**src/hdl/xo_drv_params.svh**
```systemverilog
`ifndef XO_DRV_PARAMS_SVH
`define XO_DRV_PARAMS_SVH
// register byte offsets on the apb bus
`define OFF_XO_CFG        12'h000
`define OFF_DIV_CFG       12'h004
`define OFF_DRV_EN        12'h008
`define OFF_DRV_STYLE     12'h00c
`define OFF_PIN_STATUS    12'h010
// writable bit masks per register
`define MASK_XO_CFG       32'h0007_ffff
`define MASK_DIV_CFG      32'h0000_bfff
`define MASK_DRV_EN       32'h0000_000f
`define MASK_DRV_STYLE    32'h0000_00ff
// reset values
`define RST_XO_CFG        32'h0001_5f1f
`define RST_DIV_CFG       32'h0000_8069
`define RST_DRV_EN        32'h0000_0000
`define RST_DRV_STYLE     32'h0000_006c
// field positions
`define XO_REG_BIT        16
`define XO_BOOST_HI       15
`define XO_BOOST_LO       14
`define XO_CAPO_HI        13
`define XO_CAPO_LO        8
`define XO_CAPI_HI        5
`define XO_CAPI_LO        0
`define DIV_REG_BIT       15
`define DIV_RATIO_HI      13
`define DIV_RATIO_LO      0
`define EN_STATE_HI       3
`define EN_STATE_LO       2
`define EN_DIS_BIT        1
`define EN_PD_BIT         0
`define ST_PHASE_HI       7
`define ST_PHASE_LO       6
`define ST_CM_HI          5
`define ST_CM_LO          4
`define ST_TERM_BIT       3
`define ST_BIAS_BIT       2
`define ST_TYPE_HI        1
`define ST_TYPE_LO        0
// limits
`define CAP_CODE_MAX      6'h2f
`define DIV_RATIO_MIN     14'h000a
`endif

```
**src/hdl/xo_drv_pkg.sv**
```systemverilog
package xo_drv_pkg;
  typedef enum logic [1:0] {
    drv_hcsl = 2'b00,
    drv_rsvd = 2'b01,
    drv_lvds = 2'b10,
    drv_cmos = 2'b11
  } drv_kind_type;
  typedef enum logic [1:0] {
    dis_low_low  = 2'b00,
    dis_low_high = 2'b01,
    dis_hiz      = 2'b10,
    dis_toggle   = 2'b11
  } dis_state_type;
  typedef enum logic [1:0] {
    ph_same  = 2'b00,
    ph_opp   = 2'b01,
    ph_true  = 2'b10,
    ph_comp  = 2'b11
  } cmos_phase_type;
endpackage

```
**src/hdl/xo_drv_cfg.sv**
```systemverilog
// Local design decisions: register access over APB and the placing of the registers.
`include "xo_drv_params.svh"
//Behaviour
// - osc regulator enable bit 16, resets one
// - startup boost amplifier count, resets one
// - output-pin tuning code, max 0x2f, resets 0x1f
// - input-pin tuning code, max 0x2f, resets 0x1f
// - divider ratio 14 bits, resets 0x69, min 10
// - divider regulator enable bit 15, resets one
// - disable bit forces driver disabled
// - disabled pins follow the disable state code
// - power down tri-states pins, ignores enable
// - cmos phasing field selects pin drive
// - driver type: hcsl, reserved, lvds, cmos
// - lvds common mode level code, resets two
// - hcsl termination enable, resets one
// - bias enable bit 2, resets one
module xo_drv_cfg (
  input  wire logic        clock_i,
  input  wire logic        rst_i,
  input  wire logic        psel,
  input  wire logic        penable,
  input  wire logic        pwrite,
  input  wire logic [11:0] paddr,
  input  wire logic [31:0] pwdata,
  input  wire logic [3:0]  pstrb,
  input  wire logic        output_enable_i,
  output logic      [31:0] prdata,
  output logic             pready,
  output logic             pslverr,
  output logic             osc_regulator_on_o,
  output logic      [1:0]  osc_boost_count_o,
  output logic      [5:0]  osc_cap_out_code_o,
  output logic      [5:0]  osc_cap_in_code_o,
  output logic             divider_regulator_on_o,
  output logic             driver_bias_on_o,
  output logic             hcsl_term_on_o,
  output logic      [1:0]  common_mode_level_o,
  output logic             clock_pin_true_o,
  output logic             clock_pin_complement_o,
  output logic             clock_pin_true_oe_n_o,
  output logic             clock_pin_complement_oe_n_o
);
  logic [31:0] xo_cfg_reg;
  logic [31:0] xo_cfg_next;
  logic [31:0] div_cfg_reg;
  logic [31:0] div_cfg_next;
  logic [31:0] drv_en_reg;
  logic [31:0] drv_en_next;
  logic [31:0] drv_style_reg;
  logic [31:0] drv_style_next;
  logic [31:0] prdata_reg;
  logic [31:0] prdata_next;
  logic        pready_reg;
  logic        pready_next;
  logic        pslverr_reg;
  logic        pslverr_next;
  logic [31:0] strb_mask;
  logic        hit;
  logic        div_level;
  logic        drv_disabled;
  logic        pin_true;
  logic        pin_comp;
  logic        pin_true_oe_n;
  logic        pin_comp_oe_n;
  logic [5:0]  pins_reg;
  logic [5:0]  pins_next;

  // byte strobes widened to a bit mask
  assign strb_mask = {{8{pstrb[3]}}, {8{pstrb[2]}}, {8{pstrb[1]}}, {8{pstrb[0]}}};

  // apb slave: one wait state, answer in the access phase's second cycle
  always_comb begin
    xo_cfg_next    = xo_cfg_reg;
    div_cfg_next   = div_cfg_reg;
    drv_en_next    = drv_en_reg;
    drv_style_next = drv_style_reg;
    prdata_next    = prdata_reg;
    pready_next    = 1'b0;
    pslverr_next   = 1'b0;
    hit            = 1'b1;
    if (psel && penable && !pready_reg) begin
      pready_next = 1'b1;
      prdata_next = 32'h0000_0000;
      case (paddr)
        `OFF_XO_CFG: begin
          prdata_next = xo_cfg_reg;
          if (pwrite)
            xo_cfg_next = (xo_cfg_reg & ~(strb_mask & `MASK_XO_CFG)) | (pwdata & strb_mask & `MASK_XO_CFG);
        end
        `OFF_DIV_CFG: begin
          prdata_next = div_cfg_reg;
          if (pwrite)
            div_cfg_next = (div_cfg_reg & ~(strb_mask & `MASK_DIV_CFG)) | (pwdata & strb_mask & `MASK_DIV_CFG);
        end
        `OFF_DRV_EN: begin
          prdata_next = drv_en_reg;
          if (pwrite)
            drv_en_next = (drv_en_reg & ~(strb_mask & `MASK_DRV_EN)) | (pwdata & strb_mask & `MASK_DRV_EN);
        end
        `OFF_DRV_STYLE: begin
          prdata_next = drv_style_reg;
          if (pwrite)
            drv_style_next = (drv_style_reg & ~(strb_mask & `MASK_DRV_STYLE)) | (pwdata & strb_mask & `MASK_DRV_STYLE);
        end
        `OFF_PIN_STATUS: prdata_next = {26'h000_0000, pins_reg}; // read only
        default: hit = 1'b0;
      endcase
      pslverr_next = !hit;
    end
  end

  always_ff @(posedge clock_i) begin
    if (rst_i) begin
      xo_cfg_reg    <= `RST_XO_CFG;
      div_cfg_reg   <= `RST_DIV_CFG;
      drv_en_reg    <= `RST_DRV_EN;
      drv_style_reg <= `RST_DRV_STYLE;
      prdata_reg    <= 32'h0000_0000;
      pready_reg    <= 1'b0;
      pslverr_reg   <= 1'b0;
    end else begin
      xo_cfg_reg    <= xo_cfg_next;
      div_cfg_reg   <= div_cfg_next;
      drv_en_reg    <= drv_en_next;
      drv_style_reg <= drv_style_next;
      prdata_reg    <= prdata_next;
      pready_reg    <= pready_next;
      pslverr_reg   <= pslverr_next;
    end
  end

  // disable bit or a low enable input takes the driver off; reserved type counts as disabled
  assign drv_disabled = drv_en_reg[`EN_DIS_BIT] || !output_enable_i ||
                        (drv_style_reg[`ST_TYPE_HI:`ST_TYPE_LO] == xo_drv_pkg::drv_rsvd);

  // divider only runs while its regulator and the driver are powered
  out_divider #(
    .RATIO_W(14)
  ) u_div (
    .clock_i (clock_i),
    .rst_i   (rst_i),
    .run_i   (div_cfg_reg[`DIV_REG_BIT] && !drv_en_reg[`EN_PD_BIT]),
    .ratio_i (div_cfg_reg[`DIV_RATIO_HI:`DIV_RATIO_LO]),
    .level_o (div_level)
  );

  pin_driver u_pins (
    .clk_level_i  (div_level),
    .disabled_i   (drv_disabled),
    .power_down_i (drv_en_reg[`EN_PD_BIT]),
    .kind_i       (xo_drv_pkg::drv_kind_type'(drv_style_reg[`ST_TYPE_HI:`ST_TYPE_LO])),
    .dis_state_i  (xo_drv_pkg::dis_state_type'(drv_en_reg[`EN_STATE_HI:`EN_STATE_LO])),
    .phase_i      (xo_drv_pkg::cmos_phase_type'(drv_style_reg[`ST_PHASE_HI:`ST_PHASE_LO])),
    .true_o       (pin_true),
    .comp_o       (pin_comp),
    .true_oe_n_o  (pin_true_oe_n),
    .comp_oe_n_o  (pin_comp_oe_n)
  );

  // pin status snapshot for software: levels, oe_n pair, divider level, disabled
  assign pins_next = {drv_disabled, div_level, pin_comp_oe_n, pin_true_oe_n, pin_comp, pin_true};

  // all analog controls and pins leave through flip-flops
  always_ff @(posedge clock_i) begin
    if (rst_i) begin
      pins_reg                    <= 6'h0c;
      osc_regulator_on_o          <= 1'b1;
      osc_boost_count_o           <= 2'h1;
      osc_cap_out_code_o          <= 6'h1f;
      osc_cap_in_code_o           <= 6'h1f;
      divider_regulator_on_o      <= 1'b1;
      driver_bias_on_o            <= 1'b1;
      hcsl_term_on_o              <= 1'b1;
      common_mode_level_o         <= 2'h2;
      clock_pin_true_o            <= 1'b0;
      clock_pin_complement_o      <= 1'b0;
      clock_pin_true_oe_n_o       <= 1'b1;
      clock_pin_complement_oe_n_o <= 1'b1;
    end else begin
      pins_reg                    <= pins_next;
      osc_regulator_on_o          <= xo_cfg_reg[`XO_REG_BIT];
      osc_boost_count_o           <= xo_cfg_reg[`XO_BOOST_HI:`XO_BOOST_LO];
      // reserved capacitor codes are clamped to the top valid step
      osc_cap_out_code_o          <= (xo_cfg_reg[`XO_CAPO_HI:`XO_CAPO_LO] > `CAP_CODE_MAX) ?
                                     `CAP_CODE_MAX : xo_cfg_reg[`XO_CAPO_HI:`XO_CAPO_LO];
      osc_cap_in_code_o           <= (xo_cfg_reg[`XO_CAPI_HI:`XO_CAPI_LO] > `CAP_CODE_MAX) ?
                                     `CAP_CODE_MAX : xo_cfg_reg[`XO_CAPI_HI:`XO_CAPI_LO];
      divider_regulator_on_o      <= div_cfg_reg[`DIV_REG_BIT];
      driver_bias_on_o            <= drv_style_reg[`ST_BIAS_BIT];
      hcsl_term_on_o              <= drv_style_reg[`ST_TERM_BIT] &&
                                     (drv_style_reg[`ST_TYPE_HI:`ST_TYPE_LO] == xo_drv_pkg::drv_hcsl);
      common_mode_level_o         <= drv_style_reg[`ST_CM_HI:`ST_CM_LO];
      clock_pin_true_o            <= pin_true;
      clock_pin_complement_o      <= pin_comp;
      clock_pin_true_oe_n_o       <= pin_true_oe_n;
      clock_pin_complement_oe_n_o <= pin_comp_oe_n;
    end
  end

  assign prdata  = prdata_reg;
  assign pready  = pready_reg;
  assign pslverr = pslverr_reg;
endmodule

```
**src/hdl/out_divider.sv**
```systemverilog
`include "xo_drv_params.svh"
// divides the clock by ratio, producing a level high for ratio/2 cycles, rounded down
module out_divider #(
  parameter int RATIO_W = 14
) (
  input  wire logic               clock_i,
  input  wire logic               rst_i,
  input  wire logic               run_i,
  input  wire logic [RATIO_W-1:0] ratio_i,
  output logic                    level_o
);
  logic [RATIO_W-1:0] count_reg;
  logic [RATIO_W-1:0] count_next;
  logic               level_reg;
  logic               level_next;
  logic [RATIO_W-1:0] ratio_eff;

  // ratios below the minimum are clamped so the divider never runs too fast
  always_comb begin
    ratio_eff = (ratio_i < `DIV_RATIO_MIN) ? `DIV_RATIO_MIN : ratio_i;
    count_next = count_reg;
    level_next = level_reg;
    if (!run_i) begin
      count_next = '0;
      level_next = 1'b0;
    end else if (count_reg >= ratio_eff - 14'h0001) begin
      count_next = '0;
      level_next = 1'b1;
    end else begin
      count_next = count_reg + 14'h0001;
      if (count_reg == (ratio_eff >> 1) - 14'h0001) level_next = 1'b0;
    end
  end

  always_ff @(posedge clock_i) begin
    if (rst_i) begin
      count_reg <= '0;
      level_reg <= 1'b0;
    end else begin
      count_reg <= count_next;
      level_reg <= level_next;
    end
  end

  assign level_o = level_reg;
endmodule

```
**src/hdl/pin_driver.sv**
```systemverilog
// maps the divided clock and the driver controls onto the two pins
module pin_driver (
  input  wire logic                      clk_level_i,
  input  wire logic                      disabled_i,
  input  wire logic                      power_down_i,
  input  wire xo_drv_pkg::drv_kind_type  kind_i,
  input  wire xo_drv_pkg::dis_state_type dis_state_i,
  input  wire xo_drv_pkg::cmos_phase_type phase_i,
  output logic                           true_o,
  output logic                           comp_o,
  output logic                           true_oe_n_o,
  output logic                           comp_oe_n_o
);
  // power down wins over everything, then disable state, then normal drive
  always_comb begin
    true_o      = clk_level_i;
    comp_o      = ~clk_level_i;
    true_oe_n_o = 1'b0;
    comp_oe_n_o = 1'b0;
    if (kind_i == xo_drv_pkg::drv_cmos) begin
      case (phase_i)
        xo_drv_pkg::ph_same: comp_o = clk_level_i;
        xo_drv_pkg::ph_opp:  comp_o = ~clk_level_i;
        xo_drv_pkg::ph_true: comp_o = 1'b0;
        xo_drv_pkg::ph_comp: true_o = 1'b0;
        default:             comp_o = ~clk_level_i;
      endcase
    end
    if (power_down_i) begin
      true_o      = 1'b0;
      comp_o      = 1'b0;
      true_oe_n_o = 1'b1;
      comp_oe_n_o = 1'b1;
    end else if (disabled_i) begin
      case (dis_state_i)
        xo_drv_pkg::dis_low_low: begin
          true_o = 1'b0;
          comp_o = (kind_i == xo_drv_pkg::drv_lvds);
        end
        xo_drv_pkg::dis_low_high: begin
          true_o = 1'b0;
          comp_o = 1'b1;
        end
        xo_drv_pkg::dis_hiz: begin
          true_o      = 1'b0;
          comp_o      = 1'b0;
          true_oe_n_o = 1'b1;
          comp_oe_n_o = 1'b1;
        end
        default: ; // debug: keep toggling
      endcase
    end
  end
endmodule

```
**config.mk**
```make
export PLATFORM = sky130hd
export DESIGN_NAME = xo_drv_cfg
export DESIGN_NICKNAME = d
export VERILOG_FILES = /design/src/hdl/xo_drv_pkg.sv /design/src/hdl/xo_drv_cfg.sv /design/src/hdl/out_divider.sv /design/src/hdl/pin_driver.sv
export VERILOG_INCLUDE_DIRS = /design/src /design/src/hdl
export SDC_FILE = /design/constraint.sdc
export NUM_CORES = 1
export LEC_CHECK = 0
export ABC_AREA = 1
export BUFFER_PORTS_ARGS = -buffer_cell sky130_fd_sc_hd__buf_4
export CELL_PAD_IN_SITES_DETAIL_PLACEMENT = 1
export CELL_PAD_IN_SITES_GLOBAL_PLACEMENT = 2
export CORE_MARGIN = 5
export CORE_UTILIZATION = 30
export DETAILED_ROUTE_END_ITERATION = 8
export GPL_ROUTABILITY_DRIVEN = 1
export HOLD_SLACK_MARGIN = 0.15
export MAX_ROUTING_LAYER = met4
export PLACE_DENSITY_LB_ADDON = 0.2
export SLEW_MARGIN = 10
export SYNTH_ARGS = -nofsm -noshare
export SYNTH_HDL_FRONTEND = slang
export SYNTH_SLANG_ARGS = --single-unit
```
**constraint.sdc**
```tcl
create_clock -name clock_i -period 4.2 [get_ports clock_i]
set_input_delay 0.42 -clock clock_i [delete_from_list [all_inputs] [get_ports clock_i]]
set_output_delay 0.42 -clock clock_i [all_outputs]
set_load 0.02 [all_outputs]
```
Word level (Yosys, flattened, before mapping) --
Index checks and enable logic that the tools add are counted.
Cells by class: equality and inequality tests 12, muxes and demuxes 22, bitwise operators 16, add/subtract/negate cells 3, reductions and logical operators 26, magnitude comparators 4
Operators with widths (count):
- 32-bit case mux with 5 select lines | 1
- 32-bit bitwise AND | 4
- 16-bit inverter with 32-bit output | 1
- 19-bit inverter with 32-bit output | 1
- 4-bit inverter with 32-bit output | 1
- 8-bit inverter with 32-bit output | 1
- 32-bit by 16-bit bitwise OR with 32-bit output | 1
- 32-bit by 19-bit bitwise OR with 32-bit output | 1
- 32-bit by 4-bit bitwise OR with 32-bit output | 1
- 32-bit by 8-bit bitwise OR with 32-bit output | 1
- 12-bit by 4-bit == test with 1-bit output (second input constant) | 2
- 19-bit bitwise AND | 1
- 1-bit two-way mux | 16
- 14-bit by 1-bit adder with 14-bit output (second input constant) | 1
- 14-bit == test | 1
- 14-bit >= comparator | 1
- 14-bit by 4-bit less-than comparator with 1-bit output (second input constant) | 1
- 14-bit two-way mux | 1
- 13-bit by 1-bit subtractor with 14-bit output (second input constant) | 1
- 14-bit by 1-bit subtractor with 14-bit output (second input constant) | 1
- 12-bit by 3-bit == test with 1-bit output (second input constant) | 1
- 12-bit by 5-bit == test with 1-bit output (second input constant) | 1
- 6-bit greater-than comparator (second input constant) | 2
- 12-bit zero test | 1
- 15 further kinds | 39
Storage, ports and cells: output and inout bits 58, logic and storage cells 106, flip-flop bits (word level) 206, input bits 54

Logic depth before layout (Yosys ltp) --
depth after elaboration 6, mapped depth 24, gate-level depth less buffers 21

By module --
Synthesis repeated with hierarchy kept, for this count alone.
Unflattened totals: cells, all modules 746, area, all modules 5546.6 um2
By module, submodules not included:
- xo_drv_cfg | area each 3676.0 um2, sequential area each 1861.8 um2, cells an instance 463, times used 1
- out_divider | area each 1751.7 um2, sequential area each 300.3 um2, cells an instance 256, times used 1
- pin_driver | area each 118.9 um2, sequential area each 0.0 um2, cells an instance 27, times used 1

Worst setup path after synthesis --
OpenSTA, ideal clock, no wires.
path type register to register, start register (tool-made name), end register u_div.count_reg[6], cell stages (with the launch flop) 25, path buffers 3, arrival time 3.172 ns, slack 0.950 ns, required time 4.122 ns, library setup time 0.078 ns, clock period less this slack 3.250 ns, cells stage by stage dfxtp_1 -> buf_6 -> nor2_8 -> nand2_4 -> nor2_4 -> nand2_8 -> inv_1 -> nor2_1 -> inv_1 -> ha_1 -> inv_1 -> nor3_2 -> nand2_1 -> nor2_1 -> xor2_1 -> ha_1 -> nand2_1 -> nor2_1 -> nand2_1 -> o211a_1 -> nand3_1 -> or2_2 -> clkbuf_1 -> clkbuf_1 -> nor3_1
RTL lines:
- end signal: assignment | line out_divider.sv:40 | count_reg <= count_next;
- end: declaration | line out_divider.sv:12 | logic [RATIO_W-1:0] count_reg;

==> key figures <==
Floorplanning
  – Chip width: approximately 140 um
  – Starting density of the core: a little under a third
  – Placeable Area: 0.0173 mm^2
  – Num rows: 48
  – Die area: approximately 0.020 mm^2
  – Die Y: 143 um
  – Top Ports: 112

Critical path
  – Worst R2R End: u_div.count_reg[9]
  – R2r setup slk: 0.54 ns
  – CP arrival: 3.93 ns
  – Kind of critical path: reg -> reg
  – FF-to-FF path depth: 21
  – Type of origin of the critical path: flop
  – Crit end category: flop
  – Worst Path Max Fanout: 14
  – Crit path required time: 4.47 ns

Min path
  – Hold/Removal Path Class: in -> reg
  – Hold Path Cell Cnt: 3
  – Min-delay src: pwdata[16]

Flow run
  – Max Cap Violations: 0

STA
  – Slew headroom: 38.5%
  – Setup TNS: 0 ns
  – Endpoints failing setup: 0
  – Slew @ Worst Pin: 0.919 ns
  – Max Clock Freq: between 200 and 300 MHz
  – Minimum clock period: 3.66 ns
  – Fin crit share: between 80% and 90%
  – Final Hold Fails: 0
  – Unrepaired setup endpoints after global routing: no
  – Number of max-slew violations in the final report: 0
  – Setup Skew: between 0.01 and 0.015 ns

Cells and area
  – ANT cells: 0
  – Register area: 0.00214 mm^2
  – Finished Layout Cells: 1007
  – Multi-input combinational cell area: approximately 0.0027 mm^2
  – Nets@finish: 848
  – Synth-to-Final Area Change: 21.2%
  – Most frequent cells in the layout: 132 x nand2_1, 107 x dfxtp_1, 94 x buf_4
  – Fill cells: 2180
  – Leading cell type in the layout, fill and taps excluded: nand2_1
  – Share of cells above drive strength 1: 18.0%

Synth
  – YS warnings: 0
  – Post-synth EDFFs: 0
  – Area share of fa/ha/maj cells after synthesis: 4.03%
  – Mux share of post-synthesis cell area: 0%
  – Register area share after synthesis: between 40% and 50%
  – Mapped cell area: 0.00528 mm^2
  – Post-synth top flop: dfxtp_1
  – Yosys reg bits: 107
  – Ys async rst share: 0%
  – Largest family of logic cells by synthesized area: simple AND/OR/NAND/NOR gates
  – Unique masters post-synth: 46
  – Post-synthesis simple-gate area fraction: 25.5%
  – Cells after synthesis: 696
  – Compound-cell area share of the yosys netlist: between 10 and 15%
  – Syn_area_per_cell: roughly 7.6 um^2
  – Synth Area in XOR/XNOR: 5.07%

Global routing
  – Gr usage total: 16.6%
  – Antenna violations before repair: 0
  – Largest net degree at the start of global routing: 45
  – Global route overflow: 0
  – First-pass GRT wire length: 26.0 mm
  – Number of global-route vias before repair: between 5000 and 6000

Clocking
  – Post-CTS setup buffer count: 0
  – CTS clk-pin slew, worst paths: approximately 0.08 ns
  – TritonCTS buffer count: 9
  – Clock Tree Buf Depth: 2
  – Clock Tree Root: clkbuf_16
  – H-tree depth: 3
  – Clock sinks: 107
  – Clock network latency to the later pin of the worst-skew pair: roughly 0.36 ns
  – TritonCTS clock tree: done

Drt
  – Initial DRC count: ~160
  – Total number of vias: 4805
  – Detailed Routing Iterations Pass 1: 4
  – DR WL/cell: 16.1 um
  – DR DRC count: 0
  – Antenna-violating nets left: 0
  – Via density per instance: 4.77
  – Final wirelength: between 15 and 20 mm

Power and ir drop
  – Leak Pwr: 2.75 nW
  – Combinational Power Share: 6.1%
  – Sw power: between 0.0005 and 0.0006 W
  – Clk pwr share: 42.0%
  – Switching Share: 25.3%
  – Total power divided by cell area: ~310 mW/mm^2
  – Reg power frac: 51.9%
  – Pint: between 0.001 and 0.0015 W
  – Worst vdd ir: roughly 0.00017 V

Placed design
  – Port-buffer cells: 84
  – Post-DP HPWL: 12.6 mm
  – Dpl cells: 991
  – Gpl congestion: around 0.83

Outcome
  – Status: complete, no violations
## stage by stage
step	power [W]	worst slack, ns	cell area [um^2]	hold WS [ns]	util [%]
after floorplan	0.00112	0.950	5330	0.409	-
after detailed placement	0.00118	0.421	6110	0.437	35.3
final	0.00198	0.539	6400	0.261	37.0
after global placement	0.00117	0.575	6110	0.432	35.3
after global routing	0.00207	0.103	6400	0.257	37.0
after CTS	0.00201	0.377	6390	0.247	37.0
## repair_timing
| action | in CTS | in global routing |
|---|---|---|
| gates resized for setup | 0 | 1 |
| hold buffers | 0 | 0 |
| hold endpoints to repair | 0 | 0 |
| endpoints found under the setup margin | 0 | 1 |
## synthesized netlist by cell type, types with 15 or more instances
library cell	count	area [um^2]
inv_1	78	293
nand2_1	132	495
a21oi_1	44	220
xor2_1	20	175
clkbuf_1	16	60.1
dfxtp_1	107	2140
o21ai_0	35	175
o211ai_1	21	158
nand3_1	22	110
buf_4	15	113
nor2_1	77	289
ha_1	17	213
## routing by layer
| metal | global-route usage, % | wire [um] | up-vias |
|---|---|---|---|
| met5 | - | 0 | - |
| met4 | 4.95 | 217 | 0 |
| met2 | 27.3 | 7850 | 69 |
| met3 | 2.68 | 506 | 15 |
| met1 | 21.2 | 7620 | 2295 |
| li1 | - | - | 2426 |
## kinds of logic after synthesis
group | Yosys count
compound gates | 132
simple gates | 289
buf+inv | 121
xor+xnor | 29
other cells | 1
flops | 107
fa+ha+maj | 17
## how the worst max path moves through the flow
stage | startpoint | to
after floorplan | flop | u_div.count_reg[6]
after global placement | flop | u_div.count_reg[3]
after detailed placement | flop | u_div.count_reg[9]
after CTS | flop | u_div.count_reg[9]
after global routing | flop | u_div.count_reg[9]
final | flop | u_div.count_reg[9]
## power by group through the flow
stage	Sequential (W)	Combinational, W	Clock [W]
after floorplan	0.00106	0.0000625	0
after global placement	0.00105	0.000120	0
after detailed placement	0.00105	0.000123	0
after CTS	0.00103	0.000124	0.000862
after global routing	0.00103	0.000133	0.000906
final	0.00103	0.000121	0.000833
## worst max-delay path, stage by stage, from the launching register on
cell	delay, ns
dfxtp_1	0.38
nor2_1	0.23
inv_2	0.05
nor2_2	0.21
nand2_8	0.12
inv_1	0.07
nor2_1	0.07
inv_1	0.15
ha_1	0.17
inv_1	0.08
nor3_4	0.27
nand2_1	0.13
nor2_1	0.16
xor2_1	0.18
ha_1	0.25
nand2_1	0.08
nor2_1	0.06
nand2_1	0.06
o211a_1	0.13
nand3_1	0.08
or2_2	0.41
nor3b_1	0.22
## cell type report
class | instances | area share, %
sequential | 107 | 33.5
clock buffer | 9 | 3.52
tap | 225 | 4.40
multi-input combinational | 480 | 41.7
inverter | 85 | 4.99
timing repair buffer | 94 | 11.0
clock inverter | 7 | 0.919
(Power assumes the default switching activity.)
